==> src/cpu_seq_pkg.sv <==
// Shared constants and types for the CPU state and interrupt sequencer.
`default_nettype none
package cpu_seq_pkg;
  // Upper ten address bits of every stack access.
  localparam logic [9:0] STACK_PAGE = 10'h003;
  // Stack pointer low bits after any reset or reload.
  localparam logic [5:0] SP_RESET = 6'h3f;
  // Vector table, highest priority first.
  localparam logic [15:0] VEC_RESET = 16'h3ffe;
  localparam logic [15:0] VEC_SWI = 16'h3ffc;
  localparam logic [15:0] VEC_EXT = 16'h3ffa;
  // Hardware sources: 0 external, 1 timer16, 2 link, 3 serial, 4 timer8.
  localparam int NUM_SRC = 5;
  // Index of the last stacked byte for an interrupt and for a call.
  localparam logic [2:0] INT_LAST = 3'h4;
  localparam logic [2:0] CALL_LAST = 3'h1;
  // Upper flag bits always read as ones.
  localparam logic [2:0] CCR_ONES = 3'h7;
  // Flag positions.
  localparam int F_H = 4;
  localparam int F_I = 3;
  localparam int F_N = 2;
  localparam int F_Z = 1;
  localparam int F_C = 0;
  // Worst-case cycles from a boundary to the first handler fetch.
  localparam int ENTRY_CYCLES = 10;
  // Register port offsets.
  localparam logic [2:0] REG_ACC = 3'h0;
  localparam logic [2:0] REG_IDX = 3'h1;
  localparam logic [2:0] REG_FLAGS = 3'h2;
  localparam logic [2:0] REG_SP = 3'h3;
  localparam logic [2:0] REG_PCL = 3'h4;
  localparam logic [2:0] REG_PCH = 3'h5;
  localparam logic [2:0] REG_PEND = 3'h6;
  localparam logic [2:0] REG_IEN = 3'h7;
  // Power-up values.
  localparam logic [4:0] IEN_RESET = 5'h1f;
  localparam logic [4:0] CCR_POWERUP = 5'h08;

  // Commands from the instruction decoder.
  typedef enum logic [3:0] {
    CMD_NONE = 4'h0, CMD_FETCH = 4'h1, CMD_JUMP = 4'h2,
    CMD_CALL = 4'h3, CMD_RTS = 4'h4, CMD_RTI = 4'h5,
    CMD_SWI = 4'h6, CMD_RSP = 4'h7, CMD_MASK_CLR = 4'h8,
    CMD_ADD = 4'h9, CMD_ADC = 4'ha, CMD_SUB = 4'hb,
    CMD_LOAD_A = 4'hc, CMD_LOAD_X = 4'hd, CMD_RESULT_A = 4'he,
    CMD_EA = 4'hf
  } cmd_e;

  // Indexed address modes.
  typedef enum logic [1:0] {
    IX_NONE = 2'h0, IX_OFF8 = 2'h1, IX_OFF16 = 2'h2
  } idx_e;

  // Kind of stacking sequence in progress.
  typedef enum logic [1:0] {
    K_RESET = 2'h0, K_SWI = 2'h1, K_HW = 2'h2, K_CALL = 2'h3
  } kind_e;

  // Sequencer states.
  typedef enum logic [3:0] {
    ST_RUN = 4'h0, ST_PUSH = 4'h1, ST_SELECT = 4'h2,
    ST_VEC_HI = 4'h3, ST_VEC_LO = 4'h4, ST_VEC_LOAD = 4'h5,
    ST_PULL_REQ = 4'h6, ST_PULL_GAP = 4'h7, ST_PULL_TAKE = 4'h8
  } state_e;

  // One decoder command with its operands.
  typedef struct packed {
    logic valid;
    cmd_e op;
    idx_e mode;
    logic [7:0] data;
    logic [15:0] target;
    logic upd_carry;
    logic carry_in;
  } cmd_s;

  // Memory request toward stack RAM and vector table.
  typedef struct packed {
    logic [15:0] addr;
    logic [7:0] wdata;
    logic we;
    logic re;
  } mem_s;

  // Complete state of the sequencer.
  typedef struct packed {
    state_e state;
    kind_e kind;
    logic [2:0] cnt;
    logic chk;
    logic ready;
    logic [5:0] sp;
    logic [15:0] pc;
    logic [15:0] tgt;
    logic [15:0] vec;
    logic [4:0] condition_flags_register;
    logic [7:0] acc;
    logic [7:0] idx;
    logic [15:0] ea;
    logic [4:0] pend;
    logic [4:0] ien;
    logic [4:0] ack;
    logic [7:0] rdata;
    mem_s mem;
  } state_s;
endpackage
`default_nettype wire

==> src/cpu_state_seq.sv <==
// CPU architectural state with reset and interrupt sequencing.
// Functional notes
// [RULE_01] Indexed address: index low, or index plus offset.
// [RULE_02] Index register survives reset.
// [RULE_03] Accumulator survives reset.
// [RULE_04] Reset and reload set stack pointer to 0x00FF.
// [RULE_05] Push post-decrements, pull pre-increments.
// [RULE_06] Stack addresses stay within 0x00C0 to 0x00FF.
// [RULE_07] Stack pointer wraps in six bits silently.
// [RULE_08] Call stacks two bytes, interrupt five.
// [RULE_09] Program counter increments or loads a target.
// [RULE_10] Flags: five live bits, upper ones, mask-only reset.
// [RULE_11] Half carry from bit 3 on add.
// [RULE_12] Mask set after stacking, before vector fetch.
// [RULE_13] Masked requests stay pending until unmasked.
// [RULE_14] Return from handler restores all stacked state.
// [RULE_15] Mask set on reset; only clear-mask ops clear. RTI also clears it when the pulled flags have the mask clear.
// [RULE_16] Negative flag follows result bit 7.
// [RULE_17] Zero flag set on zero result or load.
// [RULE_18] Carry from bit 7, shifts, bit tests; not inc.
// [RULE_19] Entry only unmasked and enabled, at boundaries.
// [RULE_20] Highest vector among pending served first.
// [RULE_21] Fixed vector table, reset at top.
// [RULE_22] Software trap ignores mask, after older requests.
// [RULE_23] Entry overhead at most ten cycles.
// [RULE_24] Stack PC low, PC high, index, acc, flags.
`timescale 1ns/10ps
`default_nettype none
module cpu_state_seq
  import cpu_seq_pkg::*;
(
  input wire logic clk,
  input wire logic rst_b,
  input wire logic sys_reset,
  input wire cmd_s cmd,
  input wire logic insn_done,
  input wire logic [4:0] irq_req,
  input wire logic [7:0] mem_rdata,
  input wire logic [2:0] reg_addr,
  input wire logic [7:0] reg_wdata,
  input wire logic reg_we,
  input wire logic reg_re,
  output logic [7:0] reg_rdata,
  output mem_s mem,
  output logic ready,
  output logic [4:0] irq_ack,
  output logic [15:0] pc,
  output logic [4:0] flags,
  output logic [7:0] acc,
  output logic [7:0] idx,
  output logic [15:0] ea
);

  //////////////////////////////////////////////////////////////////////
  // State and local signals.
  //////////////////////////////////////////////////////////////////////

  // Registered state and its next value.
  state_s st_q;
  state_s st_d;
  // Pending requests whose source is enabled.
  logic [4:0] active;
  // Highest-priority active source and its vector.
  logic [2:0] hw_idx;
  logic [15:0] hw_vec;
  // Start of a hardware interrupt entry this cycle.
  logic hw_go;
  // Pending bits cleared by vector selection.
  logic [4:0] clr;
  // Adder, subtractor and nibble adder results.
  logic [8:0] sum;
  logic [8:0] dif;
  logic [4:0] hsum;
  logic cin;
  // Byte to push for the current count.
  logic [7:0] push_byte;

  // Outputs all come from the state register.
  assign reg_rdata = st_q.rdata;
  assign mem = st_q.mem;
  assign ready = st_q.ready;
  assign irq_ack = st_q.ack;
  assign pc = st_q.pc;
  assign flags = st_q.condition_flags_register;
  assign acc = st_q.acc;
  assign idx = st_q.idx;
  assign ea = st_q.ea;

  //////////////////////////////////////////////////////////////////////
  // Interrupt arbitration.
  //////////////////////////////////////////////////////////////////////

  // Pick the lowest source index, which owns the highest vector.
  always_comb begin
    active = st_q.pend & st_q.ien; // [RULE_19]
    hw_idx = 3'h0;
    for (int i = NUM_SRC - 1; i >= 0; i--) begin
      if (active[i]) begin
        hw_idx = 3'(i); // [RULE_20]
      end
    end
    hw_vec = VEC_EXT - {12'h000, hw_idx, 1'b0}; // [RULE_21]
    // Entry waits for a boundary with no command and a clear mask.
    hw_go = (st_q.state == ST_RUN) && (insn_done || st_q.chk) &&
            !cmd.valid && !st_q.condition_flags_register[F_I] && (|active); // [RULE_19]
  end

  //////////////////////////////////////////////////////////////////////
  // Next-state logic.
  //////////////////////////////////////////////////////////////////////

  // Arithmetic helpers; carry in only for add with carry.
  always_comb begin
    cin = (cmd.op == CMD_ADC) ? st_q.condition_flags_register[F_C] : 1'b0;
    sum = {1'b0, st_q.acc} + {1'b0, cmd.data} + {8'h00, cin};
    hsum = {1'b0, st_q.acc[3:0]} + {1'b0, cmd.data[3:0]} + {4'h0, cin};
    dif = {1'b0, st_q.acc} - {1'b0, cmd.data};
    // Interrupt stacking order by count.
    unique case (st_q.cnt)
      3'h0: push_byte = st_q.pc[7:0]; // [RULE_24]
      3'h1: push_byte = st_q.pc[15:8];
      3'h2: push_byte = st_q.idx;
      3'h3: push_byte = st_q.acc;
      default: push_byte = {CCR_ONES, st_q.condition_flags_register};
    endcase
  end

  // Main next-state process.
  always_comb begin
    st_d = st_q;
    st_d.mem.we = 1'b0;
    st_d.mem.re = 1'b0;
    st_d.rdata = 8'h00;
    st_d.chk = 1'b0;
    clr = 5'h00;

    // Register reads answer in the next cycle only.
    if (reg_re) begin
      unique case (reg_addr)
        REG_ACC: st_d.rdata = st_q.acc;
        REG_IDX: st_d.rdata = st_q.idx;
        REG_FLAGS: st_d.rdata = {CCR_ONES, st_q.condition_flags_register}; // [RULE_10]
        REG_SP: st_d.rdata = {2'b11, st_q.sp};
        REG_PCL: st_d.rdata = st_q.pc[7:0];
        REG_PCH: st_d.rdata = st_q.pc[15:8];
        REG_PEND: st_d.rdata = {3'h0, st_q.pend};
        REG_IEN: st_d.rdata = {3'h0, st_q.ien};
      endcase
    end

    // Register writes; decoder commands below take precedence.
    if (reg_we) begin
      if (reg_addr == REG_ACC) begin
        st_d.acc = reg_wdata;
      end else if (reg_addr == REG_IDX) begin
        st_d.idx = reg_wdata;
      end else if (reg_addr == REG_IEN) begin
        st_d.ien = reg_wdata[4:0];
      end
    end

    unique case (st_q.state)
      // Execute decoder commands or start an interrupt entry.
      ST_RUN: begin
        if (cmd.valid && st_q.ready) begin
          unique case (cmd.op)
            CMD_NONE: begin
            end
            CMD_FETCH: begin
              st_d.pc = st_q.pc + 16'h0001; // [RULE_09]
            end
            CMD_JUMP: begin
              st_d.pc = cmd.target; // [RULE_09]
            end
            CMD_CALL: begin
              st_d.tgt = cmd.target;
              st_d.kind = K_CALL;
              st_d.cnt = 3'h0;
              st_d.state = ST_PUSH;
            end
            CMD_RTS: begin
              st_d.kind = K_CALL;
              st_d.cnt = CALL_LAST;
              st_d.state = ST_PULL_REQ;
            end
            CMD_RTI: begin
              st_d.kind = K_HW;
              st_d.cnt = INT_LAST; // [RULE_14]
              st_d.state = ST_PULL_REQ;
            end
            CMD_SWI: begin
              // Taken whatever the mask; older requests went first.
              st_d.kind = K_SWI; // [RULE_22]
              st_d.cnt = 3'h0;
              st_d.state = ST_PUSH;
            end
            CMD_RSP: begin
              st_d.sp = SP_RESET; // [RULE_04]
            end
            CMD_MASK_CLR: begin
              st_d.condition_flags_register[F_I] = 1'b0; // [RULE_15]
            end
            CMD_ADD, CMD_ADC: begin
              st_d.acc = sum[7:0];
              st_d.condition_flags_register[F_H] = hsum[4]; // [RULE_11]
              st_d.condition_flags_register[F_N] = sum[7]; // [RULE_16]
              st_d.condition_flags_register[F_Z] = (sum[7:0] == 8'h00); // [RULE_17]
              st_d.condition_flags_register[F_C] = sum[8]; // [RULE_18]
            end
            CMD_SUB: begin
              st_d.acc = dif[7:0];
              st_d.condition_flags_register[F_N] = dif[7]; // [RULE_16]
              st_d.condition_flags_register[F_Z] = (dif[7:0] == 8'h00); // [RULE_17]
              st_d.condition_flags_register[F_C] = dif[8]; // [RULE_18]
            end
            CMD_LOAD_A, CMD_RESULT_A: begin
              st_d.acc = cmd.data;
              st_d.condition_flags_register[F_N] = cmd.data[7]; // [RULE_16]
              st_d.condition_flags_register[F_Z] = (cmd.data == 8'h00); // [RULE_17]
            end
            CMD_LOAD_X: begin
              st_d.idx = cmd.data;
              st_d.condition_flags_register[F_N] = cmd.data[7];
              st_d.condition_flags_register[F_Z] = (cmd.data == 8'h00); // [RULE_17]
            end
            CMD_EA: begin
              unique case (cmd.mode)
                IX_NONE: st_d.ea = {8'h00, st_q.idx}; // [RULE_01]
                IX_OFF8: st_d.ea = {8'h00, st_q.idx} + {8'h00, cmd.data};
                IX_OFF16: st_d.ea = cmd.target + {8'h00, st_q.idx};
                default: st_d.ea = {8'h00, st_q.idx};
              endcase
            end
          endcase
          // Shifts and bit tests supply carry; inc and dec do not.
          if (cmd.upd_carry && cmd.op != CMD_ADD &&
              cmd.op != CMD_ADC && cmd.op != CMD_SUB) begin
            st_d.condition_flags_register[F_C] = cmd.carry_in; // [RULE_18]
          end
        end else if (hw_go) begin
          st_d.kind = K_HW;
          st_d.cnt = 3'h0;
          st_d.state = ST_PUSH;
        end
      end
      // Write one byte at the free slot, then step down.
      ST_PUSH: begin
        st_d.mem.we = 1'b1;
        st_d.mem.addr = {STACK_PAGE, st_q.sp}; // [RULE_06]
        st_d.mem.wdata = push_byte;
        st_d.sp = st_q.sp - 6'h01; // [RULE_05] [RULE_07]
        st_d.cnt = st_q.cnt + 3'h1;
        if (st_q.kind == K_CALL && st_q.cnt == CALL_LAST) begin
          st_d.pc = st_q.tgt; // [RULE_08]
          st_d.state = ST_RUN;
          st_d.chk = 1'b1;
        end else if (st_q.cnt == INT_LAST) begin
          // Stacked flags carry the old mask; set it only now.
          st_d.condition_flags_register[F_I] = 1'b1; // [RULE_12] [RULE_08]
          st_d.state = ST_SELECT;
        end
      end
      // Choose the vector after stacking and start its fetch.
      ST_SELECT: begin
        if (st_q.kind == K_RESET) begin
          st_d.vec = VEC_RESET; // [RULE_21]
        end else if (st_q.kind == K_SWI) begin
          st_d.vec = VEC_SWI;
        end else begin
          st_d.vec = hw_vec; // [RULE_20]
          clr[hw_idx] = 1'b1;
        end
        st_d.mem.re = 1'b1;
        st_d.mem.addr = st_d.vec;
        st_d.state = ST_VEC_HI;
      end
      // Fetch the low vector byte.
      ST_VEC_HI: begin
        st_d.mem.re = 1'b1;
        st_d.mem.addr = st_q.vec + 16'h0001;
        st_d.state = ST_VEC_LO;
      end
      // High vector byte arrives.
      ST_VEC_LO: begin
        st_d.pc[15:8] = mem_rdata; // [RULE_09]
        st_d.state = ST_VEC_LOAD;
      end
      // Low vector byte arrives; the handler starts next.
      ST_VEC_LOAD: begin
        st_d.pc[7:0] = mem_rdata;
        st_d.state = ST_RUN; // [RULE_23]
      end
      // Step up first, then read that slot.
      ST_PULL_REQ: begin
        st_d.sp = st_q.sp + 6'h01; // [RULE_05] [RULE_07]
        st_d.mem.re = 1'b1;
        st_d.mem.addr = {STACK_PAGE, st_d.sp}; // [RULE_06]
        st_d.state = ST_PULL_GAP;
      end
      // Wait for read data.
      ST_PULL_GAP: begin
        st_d.state = ST_PULL_TAKE;
      end
      // Store pulled byte in reverse stacking order.
      ST_PULL_TAKE: begin
        unique case (st_q.cnt)
          3'h0: st_d.pc[7:0] = mem_rdata; // [RULE_24]
          3'h1: st_d.pc[15:8] = mem_rdata;
          3'h2: st_d.idx = mem_rdata;
          3'h3: st_d.acc = mem_rdata;
          default: st_d.condition_flags_register = mem_rdata[4:0]; // [RULE_14]
        endcase
        if (st_q.cnt == 3'h0) begin
          st_d.state = ST_RUN;
          st_d.chk = 1'b1;
        end else begin
          st_d.cnt = st_q.cnt - 3'h1;
          st_d.state = ST_PULL_REQ;
        end
      end
      default: begin
        st_d.state = ST_RUN;
      end
    endcase

    // New requests win over a same-cycle clear.
    st_d.pend = (st_q.pend & ~clr) | irq_req; // [RULE_13]
    st_d.ack = clr;

    // Pin or internal reset keeps acc, index and data flags.
    if (sys_reset) begin
      st_d.acc = st_q.acc; // [RULE_03]
      st_d.idx = st_q.idx; // [RULE_02]
      st_d.condition_flags_register = st_q.condition_flags_register;
      st_d.condition_flags_register[F_I] = 1'b1; // [RULE_10] [RULE_15]
      st_d.sp = SP_RESET; // [RULE_04]
      st_d.kind = K_RESET;
      st_d.state = ST_SELECT;
      st_d.mem.we = 1'b0;
      st_d.mem.re = 1'b0;
      st_d.chk = 1'b0;
    end
    st_d.ready = (st_d.state == ST_RUN) && !st_d.chk;
  end

  //////////////////////////////////////////////////////////////////////
  // State register.
  //////////////////////////////////////////////////////////////////////

  // Power-up clears state but loads stack pointer, flags and enables, then the reset vector is fetched.
  always_ff @(posedge clk or negedge rst_b) begin
    if (!rst_b) begin
      st_q <= '0;
      st_q.state <= ST_SELECT;
      st_q.kind <= K_RESET;
      st_q.sp <= SP_RESET;
      st_q.condition_flags_register <= CCR_POWERUP;
      st_q.ien <= IEN_RESET;
    end else begin
      st_q <= st_d;
    end
  end

  //////////////////////////////////////////////////////////////////////
  // Assertions.
  //////////////////////////////////////////////////////////////////////

  localparam int ENTRY_BOUND = ENTRY_CYCLES;
endmodule // cpu_state_seq
`default_nettype wire

==> config.mk <==
export PLATFORM = sky130hd
export DESIGN_NAME = cpu_state_seq
export DESIGN_NICKNAME = d
export VERILOG_FILES = /design/src/cpu_seq_pkg.sv /design/src/cpu_state_seq.sv
export SDC_FILE = /design/constraint.sdc
export NUM_CORES = 1
export LEC_CHECK = 0
export BUFFER_PORTS_ARGS = -buffer_cell sky130_fd_sc_hd__buf_2
export CORE_MARGIN = 1.5
export CORE_UTILIZATION = 35
export CTS_BUF_LIST = sky130_fd_sc_hd__clkbuf_8
export DETAILED_ROUTE_END_ITERATION = 10
export GPL_TIMING_DRIVEN = 0
export SYNTH_ARGS = -nofsm -noshare
export SYNTH_HDL_FRONTEND = slang
export SYNTH_SLANG_ARGS = --single-unit
==> constraint.sdc <==
create_clock -name clk -period 2.5 [get_ports clk]
set_input_delay 0.25 -clock clk [delete_from_list [all_inputs] [get_ports clk]]
set_output_delay 0.25 -clock clk [all_outputs]
set_load 0.02 [all_outputs]
; ---- Word-level counts from Yosys, hierarchy flattened
; Index checks and enable logic that the tools add are counted.
[classes]
n_bitwise = 7
n_div = 0
addsub = 14
mux = 69
eq_ne = 60
order_cmp = 2
n_reduce_logical = 50
shift = 0
mul = 0
[op_table]
columns = operator, n
row1 = 2-to-1 mux 16 bit, 6
row2 = one-hot mux 8 bit (4 select lines), 3
row3 = 2-to-1 mux 8 bit, 9
row4 = one-hot mux 16 bit (2 select lines), 2
row5 = one-hot mux 16 bit (4 select lines), 1
row6 = one-hot mux 8 bit (8 select lines), 1
row7 = 2-to-1 mux 38 bit, 1
row8 = one-hot mux 19 bit (2 select lines), 1
row9 = 2-to-1 mux 37 bit, 1
row10 = == test 4 bit (second input constant), 9
row11 = one-hot mux 9 bit (4 select lines), 1
row12 = adder 16 x 1 -> 16 bit (second input constant), 2
row13 = == test 4 x 3 -> 1 bit (second input constant), 8
row14 = one-hot mux 4 bit (8 select lines), 1
row15 = AND reduction 5 bit, 5
row16 = zero test 8 bit, 3
row17 = one-hot mux 8 bit (3 select lines), 1
row18 = 2-to-1 mux 3 bit, 7
row19 = 2-to-1 mux 20 bit, 1
row20 = 2-to-1 mux 5 bit, 4
row21 = nonzero test 4 bit, 5
row22 = adder 8 x 8 -> 9 bit, 2
row23 = 2-to-1 mux 6 bit, 3
row24 = 2-to-1 mux 9 bit, 2
row25 = 56 further kinds, 123
[totals]
rom_bits = 0
mem_bits_rw = 0
register_bits = 151
in_bits = 63
n_memories = 0
latchBits = 0

; ---- Depth between registers and ports, before layout
[logic_depth]
ltp_word = 16
mapped_depth = 13

; ---- Least setup slack after synthesis
; OpenSTA, ideal clock, no wires.
[synth_path]
path_type = input -> register
from = input cmd[29] in the netlist's numbering
to = register st_q (netlist bit acc[6])
path_stages = 13
setup_slack_ns = -0.489
setup_ns = 0.077
arrival_ns = 2.912
path_cell_list = buf_1 > nor2b_1 > nand3_1 > fa_1 > inv_1 > fa_1 > nand2b_1 > a221o_1 > and4b_1 > nor4_1 > nand2_1 > a221o_1 > a21oi_1
[synth_via]
elab_chain_len = 6
word_cells_on_any_way = 12
classes_between = 1 x add/sub / 5 x eq/ne / 4 x mux / 2 x reduce/logical
[synth_lines]
columns = item, line_no
row1 = "start, declared", cpu_state_seq.sv:35  ; input wire cmd_s cmd,
row2 = == test 4 bit, "cpu_state_seq.sv:114, cpu_state_seq.sv:166"
row3 = 2-to-1 mux 1 bit, cpu_state_seq.sv:114  ; cin = (cmd.op == CMD_ADC) ? st_q.condition_flags_register[F_C] : 1'b0;
row4 = adder 9 x 1 -> 9 bit, cpu_state_seq.sv:115  ; sum = {1'b0, st_q.acc} + {1'b0, cmd.data} + {8'h00, cin};
row5 = one-hot mux 8 bit (3 select lines) (*), cpu_state_seq.sv:166  ; unique case (cmd.op)
row6 = 2-to-1 mux 37 bit (*), cpu_state_seq.sv:165  ; if (cmd.valid && st_q.ready) begin
row7 = one-hot mux 19 bit (2 select lines) (*), cpu_state_seq.sv:162  ; unique case (st_q.state)
row8 = "end signal, assigned", cpu_state_seq.sv:360  ; st_q <= st_d;
row9 = "end, declared", cpu_state_seq.sv:59  ; state_s st_q;
; Mark *: on every way between the ends. The rest lies on a longest branch, timed or not. The select of a mux whose other input is x is not followed.
; A chain may end at the register's enable or synchronous reset.

; ---- Final worst setup path
[layout_path]
from = register st_q (netlist bit acc[0])
to = register st_q (netlist bit acc[4])
[layout_via]
elab_chain_len = 5
word_cells_on_any_way = 6
classes_between = 3 x add/sub / 3 x mux
[layout_lines]
columns = item, line_no
row1 = adder 8 x 8 -> 9 bit, cpu_state_seq.sv:115
row2 = adder 9 x 1 -> 9 bit, cpu_state_seq.sv:115
row3 = one-hot mux 8 bit (3 select lines) (*), cpu_state_seq.sv:166
row4 = 2-to-1 mux 37 bit (*), cpu_state_seq.sv:165
row5 = one-hot mux 19 bit (2 select lines) (*), cpu_state_seq.sv:162
; Marks and branches as above.

==> results.yml <==
logic_synthesis:
  synth_top_area_share: 0.2842
  synth_xor_area_frac: 0.03344
  synth_area_per_cell_um2: 8.256
  synth_top_family_by_area: "compound AO/OA/AOI/OAI gates"
  netlist_area_um2: 10480
  ys.flop_type: "dfrtp_1"
  synthTopCellsByArea: "dfrtp_1 (28%), buf_4 (6.6%), ha_1 (5.5%)"
  synth_common_cells: "nand2_1 (127), dfrtp_1 (119), nor2_1 (119)"
  synth_most_common_cell: "nand2_1"
  yosys.area.top_type: "dfrtp_1"
  syn_inst: 1269
  synthSimpleGateAreaFrac: 0.2008
  synth.yosys.seq_area_share: 0.3169
  async_flop_share: 1.000
  synth-adder-area-share: 0.06449
  synth_warnings: 0
  synth_edf_count: 0
  synth_compound_area_frac: 0.2348
  ys_types: 79
  synth.area.mux_share: 0.04168
  synth-seq-cells: 132
clock_tree:
  cts_root_buf: "clkbuf_8"
  numCtsBuffers: 17
  path_clk_slew_ps: 80
  cts_tree: "yes"
  htreeDepth: 4
  cts_sinks: 132
  worstSkewPairLatency_ps: 480
  clock_path_buffers: 2
global_routing:
  antenna_found_initial: 1
  grt_first_pass_wirelength_mm: 59.14
  grt_max_degree: 71
  grt_pass1_vias: 10090
  overflow: 0
  grt.total_usage: 0.2481
sta:
  setup-violations-final: 6
  rsz0062_at_grt: "true"
  fin_crit_ps: 2662
  relSlewSlack: 0.3192
  finClkSkew_ps: 18.35
  worst_slack_ps: -162.0
  tightestPinTransition_ps: 1019
  hold_viol: 0
  max_freq_mhz: 375.7
  fin_crit_sh: 1.065
  slew_violations: 0
drt:
  drt_wl_total_mm: 38.95
  drc_errors: 0
  num_vias: 10790
  ant_nets: 0
  initialDrtViolationCount: 1029
  routedWlPerCell_um: 20.70
  viasPerCell: 5.735
  firstDrtPassIters: 10
worst_setup_path:
  worst_path_largest_cell_delay_ps: 430
  cp-start-kind: "register"
  worstPathArrival_ps: 3020
  critPathTopFamily: "compound AO/OA/AOI/OAI gates"
  cp_num_buf_inv: 3
  cp_slowest_cell: "dfrtp_2"
  cp_max_fo: 2
  path_class: "register to register"
  cp_cell_sequence: "inv_2 -> buf_6 -> fa_2 -> inv_2 -> fa_2 -> nand2b_1 -> a21oi_1 -> or2_4 -> xnor2_2 -> a21o_1 -> a221o_1 -> mux2_4"
  endpoint_kind: "register"
  required_ps: 2860
layout:
  syn2layout_area_growth_pct: 24.76
  finalNetCount: 1592
  seq_area_um2: 3336
  num-fill-cells: 3009
  layout.cells.non_filler: 1882
  multi_input_area_um2: 6546
  layout-drive-gt1-share: 0.3293
placement:
  hpwl_mm: 29.17
  place_congestion: 0.9419
  dp_cells: 1808
  io_buffer_count: 147
  preCtsSetupSlack_ps: -625.7
outcome:
  violations: "negative setup slack"
  status: "finished, violations left"
floorplan:
  core_um2: 29560
  start_util: 0.3544
  row_count: 63
  die_y_um: 176.0
  ios: 156
  die_area_um2: 30980
  die_width_um: 176.0
power_and_ir_drop:
  ir_drop_uv: 515.9
  p_per_area_nw_per_um2: 781.2
  leakage_nw: 5.696
run:
  cap_viol_max_count: 0
hold_path:
  worstHoldPathType: "input pin to register"
power breakdown:
part	switching, mW	internal, mW
Sequential	0.557	2.54
Clock	0.975	0.817
Combinational	3.08	2.25
stage by stage:
stage	hold slack (ps)	util	setup TNS, ps	area, um2	power [mW]
2_1_floorplan	-45.59	-	-90.23	10540	6.196
5_1_grt	1.780	0.4422	-1233	13070	10.82
3_3_place_gp	445.8	0.3980	-114450	11770	7.621
4_1_cts	7.240	0.4285	-369.8	12670	9.844
3_5_place_dp	281.0	0.3992	-27800	11800	7.672
6_report	6.775	0.4422	-442.9	13070	10.21
registers in the layout, indices dropped and copies added (netlist names):
name       count
acc            8
flags          5
reg_rdata      8
irq_ack        5
ea            16
ready          1
mem           18
idx            8
st_q          47
pc            16
final cells by class:
type,count,share of cell area
Timing Repair Buffer,199,0.08999
Sequential cell,132,0.2552
Antenna cell,1,0.0001915
Buffer,157,0.07639
Clock inverter,14,0.009860
Clock buffer,18,0.01895
Inverter,39,0.01120
Tap cell,390,0.03733
Multi-Input combinational cell,932,0.5009
metal layers:
metal / GRT usage / wire (um) / vias to the layer above
met5: 0 / 0 / -
met2: 0.3770 / 17150 / 538
met1: 0.3475 / 16960 / 5214
met3: 0.04630 / 3549 / 89
met4: 0.09651 / 1293 / 0
li1: - / - / 4952
layout by cell type (no fill, tap or decap), types with 31 or more instances in the layout:
cell type,n
a21oi_1,72
buf_2,150
buf_4,136
clkbuf_1,36
dfrtp_1,106
ha_1,36
inv_1,34
nand2_1,126
nand3_1,31
nor2_1,114
o21ai_0,98
final timing paths:
| kind | startpoint | cells past startpoint | end | slack [ps] |
|---|---|---|---|---|
| worst max register to register | acc[0]$_DFFE_PN0N_ | 12 | acc[4]$_DFFE_PN0N_ | -160 |
| worst min register to register | mem[4]$_DFFE_PN0P_ | 2 | mem[4]$_DFFE_PN0P_ | 490 |
| worst min-delay path | irq_req[1] | 2 | st_q[45]$_DFF_PN0_ | 7 |
| worst max-delay path | acc[0]$_DFFE_PN0N_ | 12 | acc[4]$_DFFE_PN0N_ | -160 |
| max in group asynchronous | rst_b | 3 | st_q[42]$_DFFE_PN1P_ | 1370 |
| min in group asynchronous | rst_b | 2 | mem[0]$_DFF_PN0_ | 320 |
cells by family after synthesis:
family | Yosys count
AOI/OAI and AO/OA | 374
DFF | 132
other | 1
muxes | 38
xor gates and xnor gates | 40
and+or+nand+nor | 427
buffers and inverters | 206
adders and majority gates | 51
what timing repair did:
action                                  4_1_cts  5_1_grt
hold buffers                                  3        0
cloned                                        1        0
pin swaps                                    22       30
endpoints found under the setup margin       84       68
hold endpoints to repair                     64        0
buffers inserted                             29       18
gates resized for setup                      86       77
Note: power is estimated with default switching activity, not from simulation.
